## config.mk

```make
export PLATFORM = sky130hd
export DESIGN_NAME = dma_shared_seq
export DESIGN_NICKNAME = d
export VERILOG_FILES = /design/src/dma_pkg.sv /design/src/dma_arb_if.sv /design/src/dma_arbiter.sv /design/src/dma_shared_seq.sv
export SDC_FILE = /design/constraint.sdc
export NUM_CORES = 1
export LEC_CHECK = 0
export ABC_AREA = 1
export BUFFER_PORTS_ARGS = -buffer_cell sky130_fd_sc_hd__buf_2
export CAP_MARGIN = 10
export CORE_ASPECT_RATIO = 0.75
export CORE_MARGIN = 5
export CORE_UTILIZATION = 30
export CTS_CLUSTER_DIAMETER = 50
export DETAILED_ROUTE_END_ITERATION = 16
export GPL_ROUTABILITY_DRIVEN = 0
export PLACE_DENSITY = 0.61
export SLEW_MARGIN = 20
export SYNTH_ARGS = -nofsm -noshare
export SYNTH_HDL_FRONTEND = slang
export SYNTH_HIERARCHICAL = 1
export SYNTH_SLANG_ARGS = --single-unit
```

## constraint.sdc

```tcl
create_clock -name clock -period 4.2 [get_ports clock]
set_input_delay 0.42 -clock clock [delete_from_list [all_inputs] [get_ports clock]]
set_output_delay 0.42 -clock clock [all_outputs]
set_load 0.05 [all_outputs]
```

## src/dma_pkg.sv

```systemverilog
// shared types and cycle constants for the shared-resource dma sequencer
`default_nettype none
package dma_pkg;
  localparam int NCH = 4;                       // channels, 0 is highest priority

  // what the memory port carries for a channel
  typedef enum logic [1:0] {
    MODE_READ   = 2'h0,                         // port is source only
    MODE_WRITE  = 2'h1,                         // port is destination only
    MODE_SHARED = 2'h2                          // port is source and destination
  } mode_t;

  // memory type behind the port
  typedef enum logic [1:0] {
    MEM_INTERNAL = 2'h0,
    MEM_SYNC_BURST = 2'h1,
    MEM_DYNAMIC = 2'h2,
    MEM_ASYNC = 2'h3
  } mem_t;

  // sequencer states, one-hot
  typedef enum logic [6:0] {
    S_IDLE   = 7'h01,
    S_LEAD   = 7'h02,
    S_SETUP  = 7'h04,
    S_STROBE = 7'h08,
    S_HOLD   = 7'h10,
    S_TURN   = 7'h20,
    S_GAP    = 7'h40
  } state_t;

  // cycle counts of core_output_clock
  localparam logic [5:0] RSYNC_TO_READ_CYC = 6'h0B; // flag set to first access
  localparam logic [5:0] CE_SETUP_CYC      = 6'h04; // access start to first read data
  localparam logic [5:0] CE_HOLD_CYC       = 6'h04; // last strobe to access end
  localparam logic [5:0] FRAME_GAP_CYC     = 6'h04; // idle between frame bursts
  localparam logic [5:0] ELEM_EXT_CYC      = 6'h02; // external element period
  localparam logic [5:0] ELEM_INT_CYC      = 6'h01; // internal element period
  localparam logic [5:0] SW_RD_WR_CYC      = 6'h06; // read to write switching
  localparam logic [5:0] SW_WR_RD_CYC      = 6'h04; // write to read switching
  localparam logic [5:0] EXTRA_RD_WR_CYC   = 6'h04; // shared-resource extra, read to write
  localparam logic [5:0] EXTRA_WR_RD_CYC   = 6'h04; // shared-resource extra, write to read
  localparam logic [5:0] INT_RD_WR_CYC     = 6'h08; // internal read burst to write burst
  localparam logic [5:0] INT_WR_RD_CYC     = 6'h09; // internal write burst to read burst
  localparam logic [5:0] HP_RD_LP_WR_CYC   = 6'h0F; // extra when lower channel writes after read
  localparam logic [5:0] BURST_FAST        = 6'h05; // internal or synchronous burst read
  localparam logic [5:0] BURST_DYNAMIC     = 6'h06; // dynamic memory read
  localparam logic [5:0] BURST_ASYNC       = 6'h24; // asynchronous memory read
endpackage : dma_pkg
`default_nettype wire

```

## src/dma_arb_if.sv

```systemverilog
// request and grant lines between the sequencer and its channel arbiter
`timescale 1ns/1ps
`default_nettype none
interface dma_arb_if;
  logic [3:0] read_req;                         // channels wanting a read burst
  logic [3:0] write_req;                        // channels wanting a write burst
  logic [3:0] grant;                            // one-hot winner
  modport arbiter (input read_req, input write_req, output grant);
  modport requester (output read_req, output write_req, input grant);
endinterface : dma_arb_if
`default_nettype wire

```

## src/dma_arbiter.sv

```systemverilog
// fixed-priority channel arbiter, writes ahead of reads
`timescale 1ns/1ps
`default_nettype none
module dma_arbiter (
  input  wire logic         clock,
  input  wire logic         nrst,
  dma_arb_if.arbiter        arb
);
  logic [3:0] pool;                             // request class that competes

  // writes win as a class, then the lowest-numbered channel wins
  always_comb begin
    pool = (|arb.write_req) ? arb.write_req : arb.read_req;
    arb.grant = pool & 4'(~pool + 4'h1);
  end

  chk_write_first: assert property (@(posedge clock) disable iff (!nrst)
    (|arb.write_req && |arb.grant) |-> |(arb.grant & arb.write_req))
    else $error("read granted over a pending write");

  chk_lowest_wins: assert property (@(posedge clock) disable iff (!nrst)
    |arb.grant |-> ((4'(arb.grant - 4'h1) & pool) == 4'h0))
    else $error("a lower-numbered request was passed over");
endmodule : dma_arbiter
`default_nettype wire

```

## src/dma_shared_seq.sv

```systemverilog
// dma memory-port sequencer: channel arbitration, bursts, turnarounds and gaps
// Notes on behaviour
// - never read and write port together
// - pending writes granted ahead of reads
// - keep writing while holding registers hold data
// - shared read burst 5, dynamic 6, asynchronous 36
// - external shared turnarounds add extra cycles
// - internal turnaround 8 read-write, 9 write-read
// - sync flag sets one cycle after start
// - first access 11 cycles after flag
// - four idle cycles between frame bursts
// - four cycles from access start to data (external reads only; internal reads and all writes strobe in the first cycle)
// - chip enable ends 4 after read strobe (external memory only; internal ends 1 after)
// - chip enable ends 4 after write strobe (external memory only; internal ends 1 after)
// - read to write switching is 6 cycles
// - lower channel write after read adds 15
// - later lower channel waits for running transfer
// - every frame is its own burst
// - lowest-numbered channel of the winning class wins while the port is idle
// - waiting requests held until port frees
`timescale 1ns/1ps
`default_nettype none
module dma_shared_seq (
  input  wire logic                 clock,
  input  wire logic                 nrst,
  input  wire logic [3:0]           start,
  input  wire dma_pkg::mode_t [3:0] chan_mode,
  input  wire dma_pkg::mem_t  [3:0] chan_mem,
  input  wire logic [3:0][7:0]      frame_count,
  input  wire logic [3:0][7:0]      elem_count,
  output logic [3:0]                read_sync_pending_flag,
  output logic [3:0]                chan_done,
  output logic                      busy,
  output logic [1:0]                active_chan,
  output logic                      mem_ce,
  output logic                      mem_write,
  output logic                      rd_strobe,
  output logic                      wr_strobe
);
  // the whole state of the sequencer
  typedef struct packed {
    dma_pkg::state_t state;
    logic [5:0]      cnt;        // cycles left in the current state
    logic [1:0]      chan;       // channel owning the port
    dma_pkg::mode_t  mode;
    dma_pkg::mem_t   mem;
    logic [7:0]      frames;     // frames left including this one
    logic [7:0]      elems;      // elements still to read (or write) in frame
    logic [7:0]      elems_init; // reload value per frame
    logic [5:0]      held;       // elements read but not yet written
    logic [5:0]      in_burst;   // elements moved in current burst
    logic            wr;         // current burst direction
    logic [3:0]      pend;       // started channels not yet finished
    logic [3:0]      flag;       // read-sync pending flags
    logic [3:0]      done;
    logic            last_valid; // a transfer just ended, switching applies
    logic            last_wr;
    logic [1:0]      last_chan;
    logic            ce;
    logic            rd_stb;
    logic            wr_stb;
  } seq_t;

  seq_t       cur;                              // registered state
  seq_t       next_cur;                         // next state
  logic [3:0] wr_only;                          // channel uses port as destination only
  logic [1:0] gidx;                             // granted channel index
  logic [5:0] wait_cyc;                         // switching wait for a new channel
  logic       fin;                              // an access has just ended
  logic       go;                               // an access begins next cycle

  dma_arb_if arb ();

  dma_arbiter u_arb (
    .clock (clock),
    .nrst  (nrst),
    .arb   (arb)
  );

  // elements gathered per shared read burst depend on read memory only
  function automatic logic [5:0] burst_size(input dma_pkg::mem_t m);
    unique case (m)
      dma_pkg::MEM_DYNAMIC: burst_size = dma_pkg::BURST_DYNAMIC;
      dma_pkg::MEM_ASYNC:   burst_size = dma_pkg::BURST_ASYNC;
      default:              burst_size = dma_pkg::BURST_FAST;
    endcase
  endfunction : burst_size

  // one element period on the port
  function automatic logic [5:0] elem_cyc(input dma_pkg::mem_t m);
    elem_cyc = (m == dma_pkg::MEM_INTERNAL) ? dma_pkg::ELEM_INT_CYC : dma_pkg::ELEM_EXT_CYC;
  endfunction : elem_cyc

  // one-hot grant to index
  function automatic logic [1:0] onehot_idx(input logic [3:0] g);
    onehot_idx = g[1] ? 2'h1 : g[2] ? 2'h2 : g[3] ? 2'h3 : 2'h0;
  endfunction : onehot_idx

  // requests are only offered when the port is free, so a running transfer is never cut
  always_comb begin
    for (int i = 0; i < dma_pkg::NCH; i++) begin
      wr_only[i] = (chan_mode[i] == dma_pkg::MODE_WRITE);
    end
    arb.write_req = (cur.state == dma_pkg::S_IDLE) ? (cur.pend & wr_only) : 4'h0;
    arb.read_req  = (cur.state == dma_pkg::S_IDLE) ? (cur.pend & ~wr_only) : 4'h0;
  end

  // next-state logic
  always_comb begin
    next_cur = cur;
    next_cur.done = 4'h0;
    fin = 1'b0;
    go = 1'b0;
    gidx = onehot_idx(arb.grant);
    wait_cyc = dma_pkg::RSYNC_TO_READ_CYC;
    if (cur.state == dma_pkg::S_IDLE) begin
      next_cur.last_valid = 1'b0;               // switching only for an immediate successor
    end
    unique case (cur.state)
      dma_pkg::S_IDLE: begin
        if (|arb.grant) begin
          next_cur.chan = gidx;
          next_cur.mode = chan_mode[gidx];
          next_cur.mem = chan_mem[gidx];
          next_cur.frames = frame_count[gidx];
          next_cur.elems = elem_count[gidx];
          next_cur.elems_init = elem_count[gidx];
          next_cur.held = 6'h00;
          next_cur.in_burst = 6'h00;
          next_cur.wr = (chan_mode[gidx] == dma_pkg::MODE_WRITE);
          if (cur.last_valid && !cur.last_wr && next_cur.wr) begin
            // read to write across channels, extra when the successor is lower priority
            wait_cyc = dma_pkg::SW_RD_WR_CYC;
            if (cur.last_chan < gidx) begin
              wait_cyc = 6'(dma_pkg::SW_RD_WR_CYC + dma_pkg::HP_RD_LP_WR_CYC);
            end
          end else if (cur.last_valid) begin
            wait_cyc = dma_pkg::SW_WR_RD_CYC;
          end
          next_cur.cnt = 6'(wait_cyc - 6'h02);
          next_cur.state = dma_pkg::S_LEAD;
        end
      end
      dma_pkg::S_LEAD: begin
        if (cur.cnt == 6'h00) begin
          go = 1'b1;
          next_cur.flag[cur.chan] = 1'b0;       // cleared as the first access begins
        end else begin
          next_cur.cnt = 6'(cur.cnt - 6'h01);
        end
      end
      dma_pkg::S_SETUP: begin
        if (cur.cnt == 6'h00) begin
          next_cur.state = dma_pkg::S_STROBE;
          next_cur.cnt = 6'(elem_cyc(cur.mem) - 6'h01);
        end else begin
          next_cur.cnt = 6'(cur.cnt - 6'h01);
        end
      end
      dma_pkg::S_STROBE: begin
        if (cur.cnt != 6'h00) begin
          next_cur.cnt = 6'(cur.cnt - 6'h01);
        end else begin
          next_cur.in_burst = 6'(cur.in_burst + 6'h01);
          next_cur.cnt = 6'(elem_cyc(cur.mem) - 6'h01);
          if (!cur.wr) begin
            next_cur.elems = 8'(cur.elems - 8'h01);
            if (cur.mode == dma_pkg::MODE_SHARED) begin
              next_cur.held = 6'(cur.held + 6'h01);
            end
            // a read burst stops at the frame end, or at the shared burst size
            if (cur.elems == 8'h01 ||
                (cur.mode == dma_pkg::MODE_SHARED && next_cur.in_burst == burst_size(cur.mem))) begin
              fin = 1'b1;
            end
          end else if (cur.mode == dma_pkg::MODE_SHARED) begin
            next_cur.held = 6'(cur.held - 6'h01);
            fin = (cur.held == 6'h01);
          end else begin
            next_cur.elems = 8'(cur.elems - 8'h01);
            fin = (cur.elems == 8'h01);
          end
          if (fin && cur.mem != dma_pkg::MEM_INTERNAL) begin
            // hold chip enable so that it ends four cycles after the last strobe
            fin = 1'b0;
            next_cur.state = dma_pkg::S_HOLD;
            next_cur.cnt = 6'(dma_pkg::CE_HOLD_CYC - dma_pkg::ELEM_EXT_CYC - 6'h01);
          end
        end
      end
      dma_pkg::S_HOLD: begin
        if (cur.cnt == 6'h00) begin
          fin = 1'b1;
        end else begin
          next_cur.cnt = 6'(cur.cnt - 6'h01);
        end
      end
      dma_pkg::S_TURN, dma_pkg::S_GAP: begin
        if (cur.cnt == 6'h00) begin
          go = 1'b1;
        end else begin
          next_cur.cnt = 6'(cur.cnt - 6'h01);
        end
      end
    endcase

    // end of an access: turn around, next frame, or release the port
    if (fin) begin
      next_cur.in_burst = 6'h00;
      if (next_cur.mode == dma_pkg::MODE_SHARED && !next_cur.wr) begin
        // never read and write together: the held elements go out as a write burst
        next_cur.wr = 1'b1;
        next_cur.state = dma_pkg::S_TURN;
        next_cur.cnt = (next_cur.mem == dma_pkg::MEM_INTERNAL) ? 6'(dma_pkg::INT_RD_WR_CYC - 6'h01)
          : 6'(dma_pkg::SW_RD_WR_CYC + dma_pkg::EXTRA_RD_WR_CYC - 6'h01);
      end else if (next_cur.mode == dma_pkg::MODE_SHARED && next_cur.elems != 8'h00) begin
        next_cur.wr = 1'b0;
        next_cur.state = dma_pkg::S_TURN;
        next_cur.cnt = (next_cur.mem == dma_pkg::MEM_INTERNAL) ? 6'(dma_pkg::INT_WR_RD_CYC - 6'h01)
          : 6'(dma_pkg::SW_WR_RD_CYC + dma_pkg::EXTRA_WR_RD_CYC - 6'h01);
      end else if (next_cur.frames > 8'h01) begin
        // each frame is its own burst after a fixed gap
        next_cur.frames = 8'(next_cur.frames - 8'h01);
        next_cur.elems = next_cur.elems_init;
        next_cur.wr = (next_cur.mode == dma_pkg::MODE_WRITE);
        next_cur.state = dma_pkg::S_GAP;
        next_cur.cnt = 6'(dma_pkg::FRAME_GAP_CYC - 6'h01);
      end else begin
        next_cur.done[next_cur.chan] = 1'b1;
        next_cur.pend[next_cur.chan] = 1'b0;
        next_cur.last_valid = 1'b1;
        next_cur.last_wr = next_cur.wr;
        next_cur.last_chan = next_cur.chan;
        next_cur.state = dma_pkg::S_IDLE;
      end
    end

    // start an access: reads on external memory need a setup phase first
    if (go) begin
      if (next_cur.mem == dma_pkg::MEM_INTERNAL) begin
        next_cur.state = dma_pkg::S_STROBE;
        next_cur.cnt = 6'(dma_pkg::ELEM_INT_CYC - 6'h01);
      end else if (next_cur.wr) begin
        next_cur.state = dma_pkg::S_STROBE;
        next_cur.cnt = 6'(dma_pkg::ELEM_EXT_CYC - 6'h01);
      end else begin
        next_cur.state = dma_pkg::S_SETUP;
        next_cur.cnt = 6'(dma_pkg::CE_SETUP_CYC - 6'h01);
      end
    end

    // a start is taken only while the channel is not pending, so it never meets a clear of its flag
    for (int i = 0; i < dma_pkg::NCH; i++) begin
      if (start[i] && !cur.pend[i]) begin
        next_cur.pend[i] = 1'b1;
        next_cur.flag[i] = 1'b1;
      end
    end

    // port outputs registered from the next state; chip enable spans setup to hold
    next_cur.ce = (next_cur.state == dma_pkg::S_STROBE) ||
                  (next_cur.state == dma_pkg::S_SETUP) ||
                  (next_cur.state == dma_pkg::S_HOLD);
    next_cur.rd_stb = (next_cur.state == dma_pkg::S_STROBE) && !next_cur.wr &&
                      (next_cur.cnt == 6'(elem_cyc(next_cur.mem) - 6'h01));
    next_cur.wr_stb = (next_cur.state == dma_pkg::S_STROBE) && next_cur.wr &&
                      (next_cur.cnt == 6'(elem_cyc(next_cur.mem) - 6'h01));
  end

  // state register
  always_ff @(posedge clock or negedge nrst) begin
    if (!nrst) begin
      cur <= '{state: dma_pkg::S_IDLE, mode: dma_pkg::MODE_READ, mem: dma_pkg::MEM_INTERNAL, default: '0};
    end else begin
      cur <= next_cur;
    end
  end

  // outputs
  assign read_sync_pending_flag = cur.flag;
  assign chan_done = cur.done;
  assign busy = (cur.state != dma_pkg::S_IDLE);
  assign active_chan = cur.chan;
  assign mem_ce = cur.ce;
  assign mem_write = cur.wr;
  assign rd_strobe = cur.rd_stb;
  assign wr_strobe = cur.wr_stb;

  chk_no_read_write: assert property (@(posedge clock) disable iff (!nrst)
    mem_ce && mem_write |-> !rd_strobe)
    else $error("read strobe during a write access");

  chk_flag_after_start: assert property (@(posedge clock) disable iff (!nrst)
    start[0] && !cur.pend[0] |=> read_sync_pending_flag[0])
    else $error("sync flag not set one cycle after start");

  chk_flag_to_read: assert property (@(posedge clock) disable iff (!nrst)
    (cur.pend == 4'h1) && read_sync_pending_flag[0] && !$past(read_sync_pending_flag[0]) &&
    (cur.state == dma_pkg::S_IDLE) && !cur.last_valid && (chan_mode[0] != dma_pkg::MODE_WRITE) &&
    (chan_mem[0] != dma_pkg::MEM_INTERNAL) |-> ##11 $rose(mem_ce))
    else $error("first read not 11 cycles after sync flag");

  chk_setup_four: assert property (@(posedge clock) disable iff (!nrst)
    $rose(mem_ce) && !mem_write && (cur.mem != dma_pkg::MEM_INTERNAL) |-> !rd_strobe [*4] ##1 rd_strobe)
    else $error("first read data not 4 cycles after access start");

  chk_ce_hold_end: assert property (@(posedge clock) disable iff (!nrst)
    $fell(mem_ce) && (cur.mem != dma_pkg::MEM_INTERNAL) |-> $past(rd_strobe || wr_strobe, 4))
    else $error("chip enable did not end 4 cycles after last strobe");

  chk_frame_gap: assert property (@(posedge clock) disable iff (!nrst)
    (cur.state == dma_pkg::S_GAP) && ($past(cur.state) != dma_pkg::S_GAP) &&
    (cur.mem != dma_pkg::MEM_INTERNAL) |-> !mem_ce [*4] ##1 mem_ce)
    else $error("frame gap is not 4 cycles");

  chk_int_turn: assert property (@(posedge clock) disable iff (!nrst)
    (cur.state == dma_pkg::S_TURN) && ($past(cur.state) != dma_pkg::S_TURN) && cur.wr &&
    (cur.mem == dma_pkg::MEM_INTERNAL) |-> !wr_strobe [*8] ##1 wr_strobe)
    else $error("internal read to write turnaround not 8 cycles");

  chk_write_drains: assert property (@(posedge clock) disable iff (!nrst)
    (cur.state == dma_pkg::S_HOLD) && cur.wr && (cur.mode == dma_pkg::MODE_SHARED) |-> cur.held == 6'h00)
    else $error("write burst ended with elements still held");
endmodule : dma_shared_seq
`default_nettype wire

```

# Word level (Yosys, flattened, before mapping)
# Index checks and enable logic that the tools add are counted.
[totals] register_bits=75 wordCells=254 in_bits=86 output_inout_bits=15
[classes] add_sub_neg=10 order_cmp=7 n_reduce_logical=61 bitwise=12 n_mux=96 n_eq_ne=42
[op_table] operator="$mux 8" n=10
[op_table] operator="$mux 6" n=13
[op_table] operator="$mux 13" n=5
[op_table] operator="$mux 16" n=4
[op_table] operator="$mux 56" n=1
[op_table] operator="$mux 4" n=11
[op_table] operator="$bmux 8 s2" n=2
[op_table] operator="$reduce_bool 2->1" n=14
[op_table] operator="$ne 2x1->1 const B" n=13
[op_table] operator="$mux 1" n=24
[op_table] operator="$pmux 12 s2" n=1
[op_table] operator="$pmux 6 s4" n=1
[op_table] operator="$reduce_and 4->1" n=6
[op_table] operator="$mux 7" n=3
[op_table] operator="$pmux 7 s3" n=1
[op_table] operator="$and 4x4->4" n=5
[op_table] operator="$mux 10" n=2
[op_table] operator="$logic_and 1x1->1" n=16
[op_table] operator="$not 4->4" n=4
[op_table] operator="$pmux 8 s2" n=1
[op_table] operator="$sub 8x1->8 const B" n=2
[op_table] operator="$eq 7x3->1 const B" n=2
[op_table] operator="$eq 7x4->1 const B" n=2
[op_table] operator="$eq 7x5->1 const B" n=2
[op_table] operator="43 further kinds" n=83

# Longest topological paths before layout
# Gate-level depths: netlist (run 1).
[depth] depth_word=37 depth_mapped=37 ltp_nobuf=33

# Cells and area by module
# Netlist (run 1), hierarchy kept.
[by_module_without_submodules] module="dma_shared_seq" seq_area_each_um2=1878.1 area_per_inst_um2=5616.6 instances=1 cells_per_inst=833
[by_module_without_submodules] module="dma_arbiter" seq_area_each_um2=0.0 area_per_inst_um2=97.6 instances=1 cells_per_inst=22

# Worst setup path after synthesis (run 1)
# No wires, ideal clock.
[synth_timing] path_kind="flip-flop to flip-flop" startpoint="register cur[68] (netlist name)" endpoint="register cur, in the netlist rd_strobe" synth_period_minus_slack_ps=4837 path_buffers=4 arrival_time_ps=4765 setup_ps=71 required_time_ps=4129 stages_incl_launch_ff=36 path_slack_ps=-637 cell_sequence="dfstp_2 -> nand2_1 -> nor2_1 -> nand2_2 -> buf_1 -> nor4_1 -> nor2_2 -> nand3_1 -> nand2_2 -> inv_2 -> nand2_2 -> nor2_1 -> inv_2 -> nand2_4 -> nand2_4 -> buf_6 -> buf_6 -> buf_6 -> or2_0 -> o211ai_1 -> o311ai_0 -> o21ai_1 -> inv_1 -> ha_1 -> or2_2 -> nand3_2 -> nor2_8 -> inv_2 -> a21oi_2 -> nand2_2 -> nand2_4 -> nand2_4 -> nand2_2 -> nor2_1 -> nand2_1 -> nor2_1"
[synth_lines] element="start: declaration" line="dma_shared_seq.sv:64" source="seq_t cur;"
[synth_lines] element="start signal: assignment" line="dma_shared_seq.sv:275" source="cur <= next_cur;"

==> run summary, run 1 <==
## Logic synthesis
• 6.683 um^2 — mean cell area of the mapped netlist
• 855 — post-synthesis instance total
• 2.190% — adder-cell share of the synthesized area
• 45 — post-synthesis cell type count
• 1.686% — share of the synthesized netlist area taken by xor and xnor gates
• simple AND/OR/NAND/NOR gates — largest family of logic cells by synthesized area
• 37.68% — basic-gate share of the synthesized area counting and, or, nand and nor cells
• 0 — number of enable-type register cells in the synthesized netlist
• 75 — flip-flop and latch count after synthesis
• 13.79% — fraction of the mapped netlist area in compound gates
• nand2_1 — most repeated cell in the gate-level netlist after synthesis
• 0% — multiplexer fraction of the synthesized cell area
• dfrtp_1 (32%), nand2_1 (16%), inv_1 (7.4%), nand3_1 (7.1%), nor2_1 (5.3%) — cell types with the largest area share after synthesis
• 100.0% — fraction of registers with async set/reset
• 0.005714 mm^2 — mapped cell area
• dfrtp_1 — post-synthesis cell type with the largest combined area
• 32.87% — sequential area share after synthesis
• dfrtp_1 — most used flip-flop cell after synthesis
• 32.41% — top-area cell type share of the netlist area
• 6 — yosys synthesis warning count
• nand2_1 (236), inv_1 (113), nand3_1 (81) — leading post-synthesis cells by instance count
• 951 — net count after synthesis

## Floorplanning
• 0.02194 mm^2 — die area
• 0.01862 mm^2 — area of the core
• 169.4 um — x dimension of the die
• 43 — # rows
• 30.70% — initial core utilization
• 101 — number of ports placed on the die boundary
• 129.5 um — vertical die dimension

## STA
• yes — RSZ-0062 raised after global routing
• 782.7 ps — transition time at the pin with the least slew margin
• 179.6 ps — final critical-path setup slack
• 0 — Pins Over Slew Limit
• 0 — Final Hold Vio Count
• 0 — number of endpoints failing setup at the final stage
• 95.72% — share of the cycle needed by the critical path after routing
• 0 ps — sum of negative setup slack
• 248.7 MHz — top achievable clock speed
• 4020 ps — post-layout minimum cycle time
• 8.452 ps — Setup Skew
• 47.77% — remaining max-slew budget at the tightest pin

## Cells and area
• 28.86% — Area growth, synth to finish
• 0.007363 mm^2 — post-route cell area
• 27.76% — share of layout cells above drive strength 1
• 1245 — non-filler instance count after layout
• 1966 — count of fill cells added during filler insertion
• 0.001878 mm^2 — area taken by flip-flops and latches
• 0 — Antenna diodes
• 0.003407 mm^2 — area taken by multi-input logic gates
• 1089 — count of nets after finishing

## Worst setup path
• 11 — worst-path maximum fanout
• 26 — depth of the critical timing path with buffers and inverters included
• dfstp_2 — Crit-path slowest cell
• 4470 ps — Crit path required time
• simple AND/OR/NAND/NOR gates — cell family contributing the most delay on the critical path
• cur[51]$_DFF_PN0_ — critical path endpoint
• 540 ps — CP max stage delay
• register — Setup crit end kind
• cur[68]$_DFF_PN1_ — reg-to-reg critical path startpoint
• register — kind of start point of the critical path
• reg -> reg — worst setup path category
• cur[51]$_DFF_PN0_ — Reg-to-Reg End
• 5 — Bufs and invs on worst path
• 26 — Worst Reg-to-Reg Cells
• cur[68]$_DFF_PN1_ — first element of the critical path
• 180 ps — register-to-register setup slack
• 4290 ps — Crit path arrival time

## Clock network
• 2 — buffer depth of the longest clock path
• clkbuf_16 — clock root buffer
• 9 — number of clock buffers inserted by TritonCTS
• 75 — Clock Sinks
• 60 ps — clock edge transition at the registers on the reported setup and hold paths
• done — CTS tree
• 350 ps — clock network latency to the later pin of the worst-skew pair
• 3 — number of H-tree levels

## Place
• 14.37 mm — HPWL Detailed
• 100 — number of port buffers
• -112.7 ps — post-placement setup slack
• 0.006713 mm^2 — Area after DPL
• 1211 — Placed Cells incl. Taps

## Drt
• 18.21 mm — total length of routed wires
• 14.63 um — wire length per cell
• 0 — count of antenna-violating nets left after detailed routing
• 0 — total DRC errors in the routed layout
• 5985 — number of vias after detailed routing
• 529 — number of DRC markers after the initial detailed-route iteration
• 4.807 — average via count per standard cell
• 5 — total iterations of the first detailed-routing run

## Worst hold path
• in -> async — path class of the lowest-slack min-delay path

## GRT
• 5554 — via count of the first global-routing pass
• 0 — initial antenna violation count
• 16.60% — All-Layer GR Usage
• 28.78 mm — wire length of the first global-routing pass
• 0 — sum of overflow across all layers after global routing
• 76 — maximum number of pins on one net before global-route repair

## Power
• 456.6 mW/mm^2 — Power per Cell Area
• 221.5 uV — worst supply voltage drop on vdd
• 3.672 nW — Static Leak

## Outcome
• complete, no violations — run status

## Run
• 0 — number of maximum-capacitance constraint violations

-- state kept, by name, indices dropped and copies added, names as in the netlist --
name                    count
cur                        61
chan_done                   4
read_sync_pending_flag      4
active_chan                 2
mem_ce                      1
mem_write                   1
rd_strobe                   1
wr_strobe                   1
-- final cells by class --
type | instances | area share, %
flip-flops and latches | 75 | 25.51
multi-input cells | 626 | 46.27
repair buffers | 158 | 13.22
clock inverters | 6 | 1.206
clock buffers | 10 | 3.246
well taps | 247 | 4.197
inverters | 123 | 6.355
-- per-layer routing --
metal | wire length (um) | global-route usage, %
met3 | 1265 | 4.300
met1 | 9189 | 25.10
met2 | 7615 | 23.93
met5 | 0 | 0
met4 | 140 | 3.029
-- layout by cell type (no fill, tap or decap), drive strengths merged, types with 4 or more instances in the layout --
cell type    n
nor3        14
xor2         7
buf        158
a21oi       28
o22ai        5
nor4         8
dfrtp       74
xnor2        4
o21ai       66
nor2        89
or2         13
o211ai      13
clkbuf      10
nand2      254
a31oi        4
nand3       88
nand4        9
inv        121
o31ai        5
ha          10
-- power breakdown --
| part | switching (mW) | leakage (nW) | internal [mW] |
|---|---|---|---|
| combinational | 0.956 | 2.62 | 0.527 |
| sequential | 0.123 | 0.898 | 0.892 |
| clock | 0.328 | 0.155 | 0.536 |
| total | 1.41 | 3.67 | 1.96 |
-- cell families (layout without fill, tap and decap cells) --
group | after synthesis | in the layout
xor+xnor | 11 | 11
compound gates | 129 | 129
flops | 75 | 75
fa+ha+maj | 10 | 10
buf+inv | 154 | 297
simple gates | 476 | 476
-- timing repair --
action,4_1_cts,5_1_grt
resized for setup,7,45
pin swaps,2,6
buffers inserted,3,15
hold buffers,0,0
endpoints found under the setup margin,10,37
-- worst min path at each step --
stage                      startpoint                        to  slack [ps]  cells past startpoint
floorplan                        nrst  active_chan[0]$_DFF_PN0_         120                      0
global placement    cur[32]$_DFF_PN0_         cur[32]$_DFF_PN0_         460                      2
detailed placement  cur[33]$_DFF_PN0_         cur[33]$_DFF_PN0_         460                      2
CTS                              nrst       cur[15]$_DFFE_PN0P_         270                      1
global route                     nrst    chan_done[0]$_DFF_PN0_         170                      1
finish                           nrst       cur[15]$_DFFE_PN0P_          70                      1
-- stage by stage --
step	util [%]	hold slack [ps]	total power, mW
2_1_floorplan	-	124.4	1.973
6_report	39.56	72.07	3.362
3_3_place_gp	36.06	460.7	2.354
3_5_place_dp	36.06	462.5	2.358
4_1_cts	38.07	273.4	3.240
5_1_grt	39.56	169.1	3.609
(Power assumes the default switching activity.)
==> inputs of run 2 (changes only) <==
--- a/config.mk
+++ b/config.mk
@@ -6,15 +6,15 @@
 export NUM_CORES = 1
 export LEC_CHECK = 0
 export ABC_AREA = 1
-export BUFFER_PORTS_ARGS = -buffer_cell sky130_fd_sc_hd__buf_2
 export CAP_MARGIN = 10
 export CORE_ASPECT_RATIO = 0.75
 export CORE_MARGIN = 5
 export CORE_UTILIZATION = 30
 export CTS_CLUSTER_DIAMETER = 50
 export DETAILED_ROUTE_END_ITERATION = 16
+export DONT_BUFFER_PORTS = 1
 export GPL_ROUTABILITY_DRIVEN = 0
-export PLACE_DENSITY = 0.61
+export PLACE_DENSITY = 0.56
 export SLEW_MARGIN = 20
 export SYNTH_ARGS = -nofsm -noshare
 export SYNTH_HDL_FRONTEND = slang
==> run 2 against run 1 <==
  * The flow now finishes with violations (negative setup slack)
  * Critical endpoint is now rd_strobe$_DFF_PN0_
  * Worst setup slack lost 240 ps
  * Non-clock buffer count shrank 88
  * Wire length fell by 1.9%
  * Worst hold slack better by 140 ps
  * Sequential share of layout area grew 1.4 points
  * Register-to-register slack got worse by 240 ps
  * Cell area down 5.1%
  * Via count fell by 5.7%
  * Sequential power about the same
  * Global-route usage shrank 0.61 points
  * Fmax shrank 5.6%
  * Die area did not move
==> run summary, run 2 (synthesis results as in run 1) <==
## Outcome
• complete, but fails checks — run status
• negative setup slack — violations in the final reports

## Power
• 24.2% — clock power share, -1.5 points
• 42.50% — switching portion of total power, +0.66 points
• 1.853 mW — internal power component, -5.3%
• 32.0% — part of the total power dissipated in sequential elements, +1.8 points
• 3.318 nW — Static Leak, -9.6%
• 170.8 uV — worst supply voltage drop on vdd, -23%
• 1.369 mW — net load switching power, -2.7%
• 461.2 mW/mm^2 — Power per Cell Area, +1.0%
• 43.8% — combinational fraction of design power, -0.3 points

## Drt
• 0 — total DRC errors in the routed layout, unchanged
• 0 — count of antenna-violating nets left after detailed routing, unchanged
• 4.881 — average via count per standard cell, +1.5%
• 15.46 um — wire length per cell, +5.7%
• 486 — number of DRC markers after the initial detailed-route iteration, -8.1%
• 17.87 mm — total length of routed wires, -1.9%
• 5 — total iterations of the first detailed-routing run, unchanged
• 5643 — number of vias after detailed routing, -5.7%

## STA
• yes — RSZ-0062 raised after global routing
• 4259 ps — post-layout minimum cycle time, +238.9 ps
• 101.4% — share of the cycle needed by the critical path after routing, +5.7 points
• -59.39 ps — final critical-path setup slack, -238.9 ps
• 0 — Final Hold Vio Count, unchanged
• 784.0 ps — transition time at the pin with the least slew margin, +1.286 ps
• 0 — Pins Over Slew Limit, unchanged
• 11 — number of endpoints failing setup at the final stage, +11
• 47.18% — remaining max-slew budget at the tightest pin, -0.58 points
• 234.8 MHz — top achievable clock speed, -5.6%
• 6.577 ps — Setup Skew, -1.876 ps

## Clock network
• 340 ps — clock network latency to the later pin of the worst-skew pair, about the same
• done — CTS tree
• clkbuf_16 — clock root buffer
• 2 — buffer depth of the longest clock path, unchanged
• 3 — number of H-tree levels, unchanged
• 60 ps — clock edge transition at the registers on the reported setup and hold paths, about the same
• 9 — number of clock buffers inserted by TritonCTS, unchanged
• 75 — Clock Sinks, unchanged

## GRT
• 5099 — via count of the first global-routing pass, -8.2%
• 76 — maximum number of pins on one net before global-route repair, unchanged
• 27.99 mm — wire length of the first global-routing pass, -2.7%
• 0 — initial antenna violation count, unchanged
• 0 — sum of overflow across all layers after global routing, unchanged
• 16.00% — All-Layer GR Usage, -0.61 points

## Worst setup path
• register — kind of start point of the critical path
• rd_strobe$_DFF_PN0_ — Reg-to-Reg End
• cur[68]$_DFF_PN1_ — reg-to-reg critical path startpoint
• -60 ps — register-to-register setup slack, -240 ps
• register — Setup crit end kind
• 4470 ps — Crit path required time, about the same
• 32 — Worst Reg-to-Reg Cells, +23%
• 560 ps — CP max stage delay, +20 ps
• 8 — worst-path maximum fanout, -3
• 4520 ps — Crit path arrival time, +230 ps
• nand2_4 — Top cell by count, worst path
• dfstp_2 — Crit-path slowest cell
• reg -> reg — worst setup path category

## Cells and area
• 0 — Antenna diodes, unchanged
• 20.57% — share of layout cells above drive strength 1, -7.2 points
• 0.003431 mm^2 — area taken by multi-input logic gates, +0.70%
• 22.25% — Area growth, synth to finish
• 1156 — non-filler instance count after layout, -7.1%
• cur — top register by number of flip-flops
• nand2_1 (226), inv_1 (106), nand3_1 (75), dfrtp_1 (74), nor2_1 (71) — leading cell types in the layout, fill and taps excluded
• 61 — number of flip-flops in the largest register, unchanged
• 1946 — count of fill cells added during filler insertion, -1.0%
• 0.001878 mm^2 — area taken by flip-flops and latches, unchanged
• nand2_1 — most common library cell in the layout ignoring fill and taps
• 1001 — count of nets after finishing, -8.1%

## Worst hold path
• start[1] — Min-Delay Startpoint
• in -> reg — path class of the lowest-slack min-delay path
• 2 — worst hold stages
• read_sync_pending_flag[1]$_DFFE_PN0P_ — worst hold endpoint

## Floorplanning
• 30.70% — initial core utilization, unchanged
• 101 — number of ports placed on the die boundary, unchanged
• 43 — # rows, unchanged
• 129.5 um — vertical die dimension, unchanged
• 169.4 um — x dimension of the die, unchanged
• 0.02194 mm^2 — die area, unchanged
• 0.01862 mm^2 — area of the core, unchanged

## Place
• -38.43 ps — post-placement setup slack, +74.30 ps
• 0 — number of port buffers, -100%
• 13.93 mm — HPWL Detailed, -3.1%
• 1119 — Placed Cells incl. Taps, -7.6%

## Run
• 0 — number of maximum-capacitance constraint violations, unchanged

run 2: changes by cell type in the layout (fill, tap and decap cells not counted), moves of 2 or more:
| cell | before | now |
|---|---|---|
| buf_2 | 99 | 0 |
| nor2_2 | 10 | 8 |
| a21oi_4 | 2 | 4 |
| nand3_4 | 1 | 3 |
| a21oi_2 | 6 | 4 |
| inv_1 | 108 | 106 |
| buf_4 | 52 | 57 |
| nand3_2 | 12 | 10 |
run 2: metal layers:
metal,track usage (%),vias to the layer above,wire length [um]
met5,0,-,0
li1,-,2861,-
met2,22.30,157,7314
met3,4.453,14,1229
met4,2.792,0,131
met1,24.66,2611,9194
run 2: per-stage QoR:
step	util (%)	area, um^2	hold WS, ps	power, mW	TNS [ps]
finish	37.53	6985	213.6	3.222	-348.6
global route	37.53	6985	215.9	3.466	-6402
CTS	35.70	6645	207.8	3.119	0
detailed placement	33.82	6295	130.7	2.297	-101.5
global placement	33.82	6295	131.2	2.307	0
floorplan	-	5828	124.4	1.973	-54.19
run 2: worst max-delay path: cells and delay by family (launching register included):
kind                       cells  cell delay [ps]
and+or+nand+nor               22             2340
buffers and inverters          6              590
DFF                            1              560
AOI/OAI and AO/OA              3              430
adders and majority gates      1              240
run 2: cell type report:
| class | count | share of cell area (%) |
|---|---|---|
| clock buffers | 9 | 3.224 |
| clock inverters | 6 | 0.9672 |
| inverters | 123 | 6.735 |
| multi-input cells | 626 | 49.11 |
| flip-flops and latches | 75 | 26.89 |
| well taps | 247 | 4.424 |
| repair buffers | 70 | 8.651 |
run 2: what timing repair did:
action | 4_1_cts | 5_1_grt
hold buffers | 2 | 0
resized for setup | 4 | 56
setup buffers | 1 | 19
endpoints found under the hold margin | 75 | 0
pin swaps | 0 | 39
setup endpoints to repair | 5 | 34
run 2: power groups by stage:
| stage | combinational (mW) | sequential [mW] | clock [mW] |
|---|---|---|---|
| floorplan | 0.967 | 1.01 | 0 |
| global placement | 1.26 | 1.04 | 0 |
| detailed placement | 1.26 | 1.04 | 0 |
| CTS | 1.29 | 1.03 | 0.796 |
| global route | 1.58 | 1.06 | 0.828 |
| finish | 1.41 | 1.03 | 0.780 |
run 2: worst max path at each step:
stage / startpoint / end / slack [ps]
global route: cur[68]$_DFF_PN1_ / rd_strobe$_DFF_PN0_ / -320
finish: cur[68]$_DFF_PN1_ / rd_strobe$_DFF_PN0_ / -60
detailed placement: cur[73]$_DFF_PN0_ / cur[17]$_DFFE_PN0P_ / -40
CTS: cur[68]$_DFF_PN1_ / cur[15]$_DFFE_PN0P_ / 20
floorplan: cur[68]$_DFF_PN1_ / mem_ce$_DFF_PN0_ / -20
global placement: cur[73]$_DFF_PN0_ / rd_strobe$_DFF_PN0_ / 110
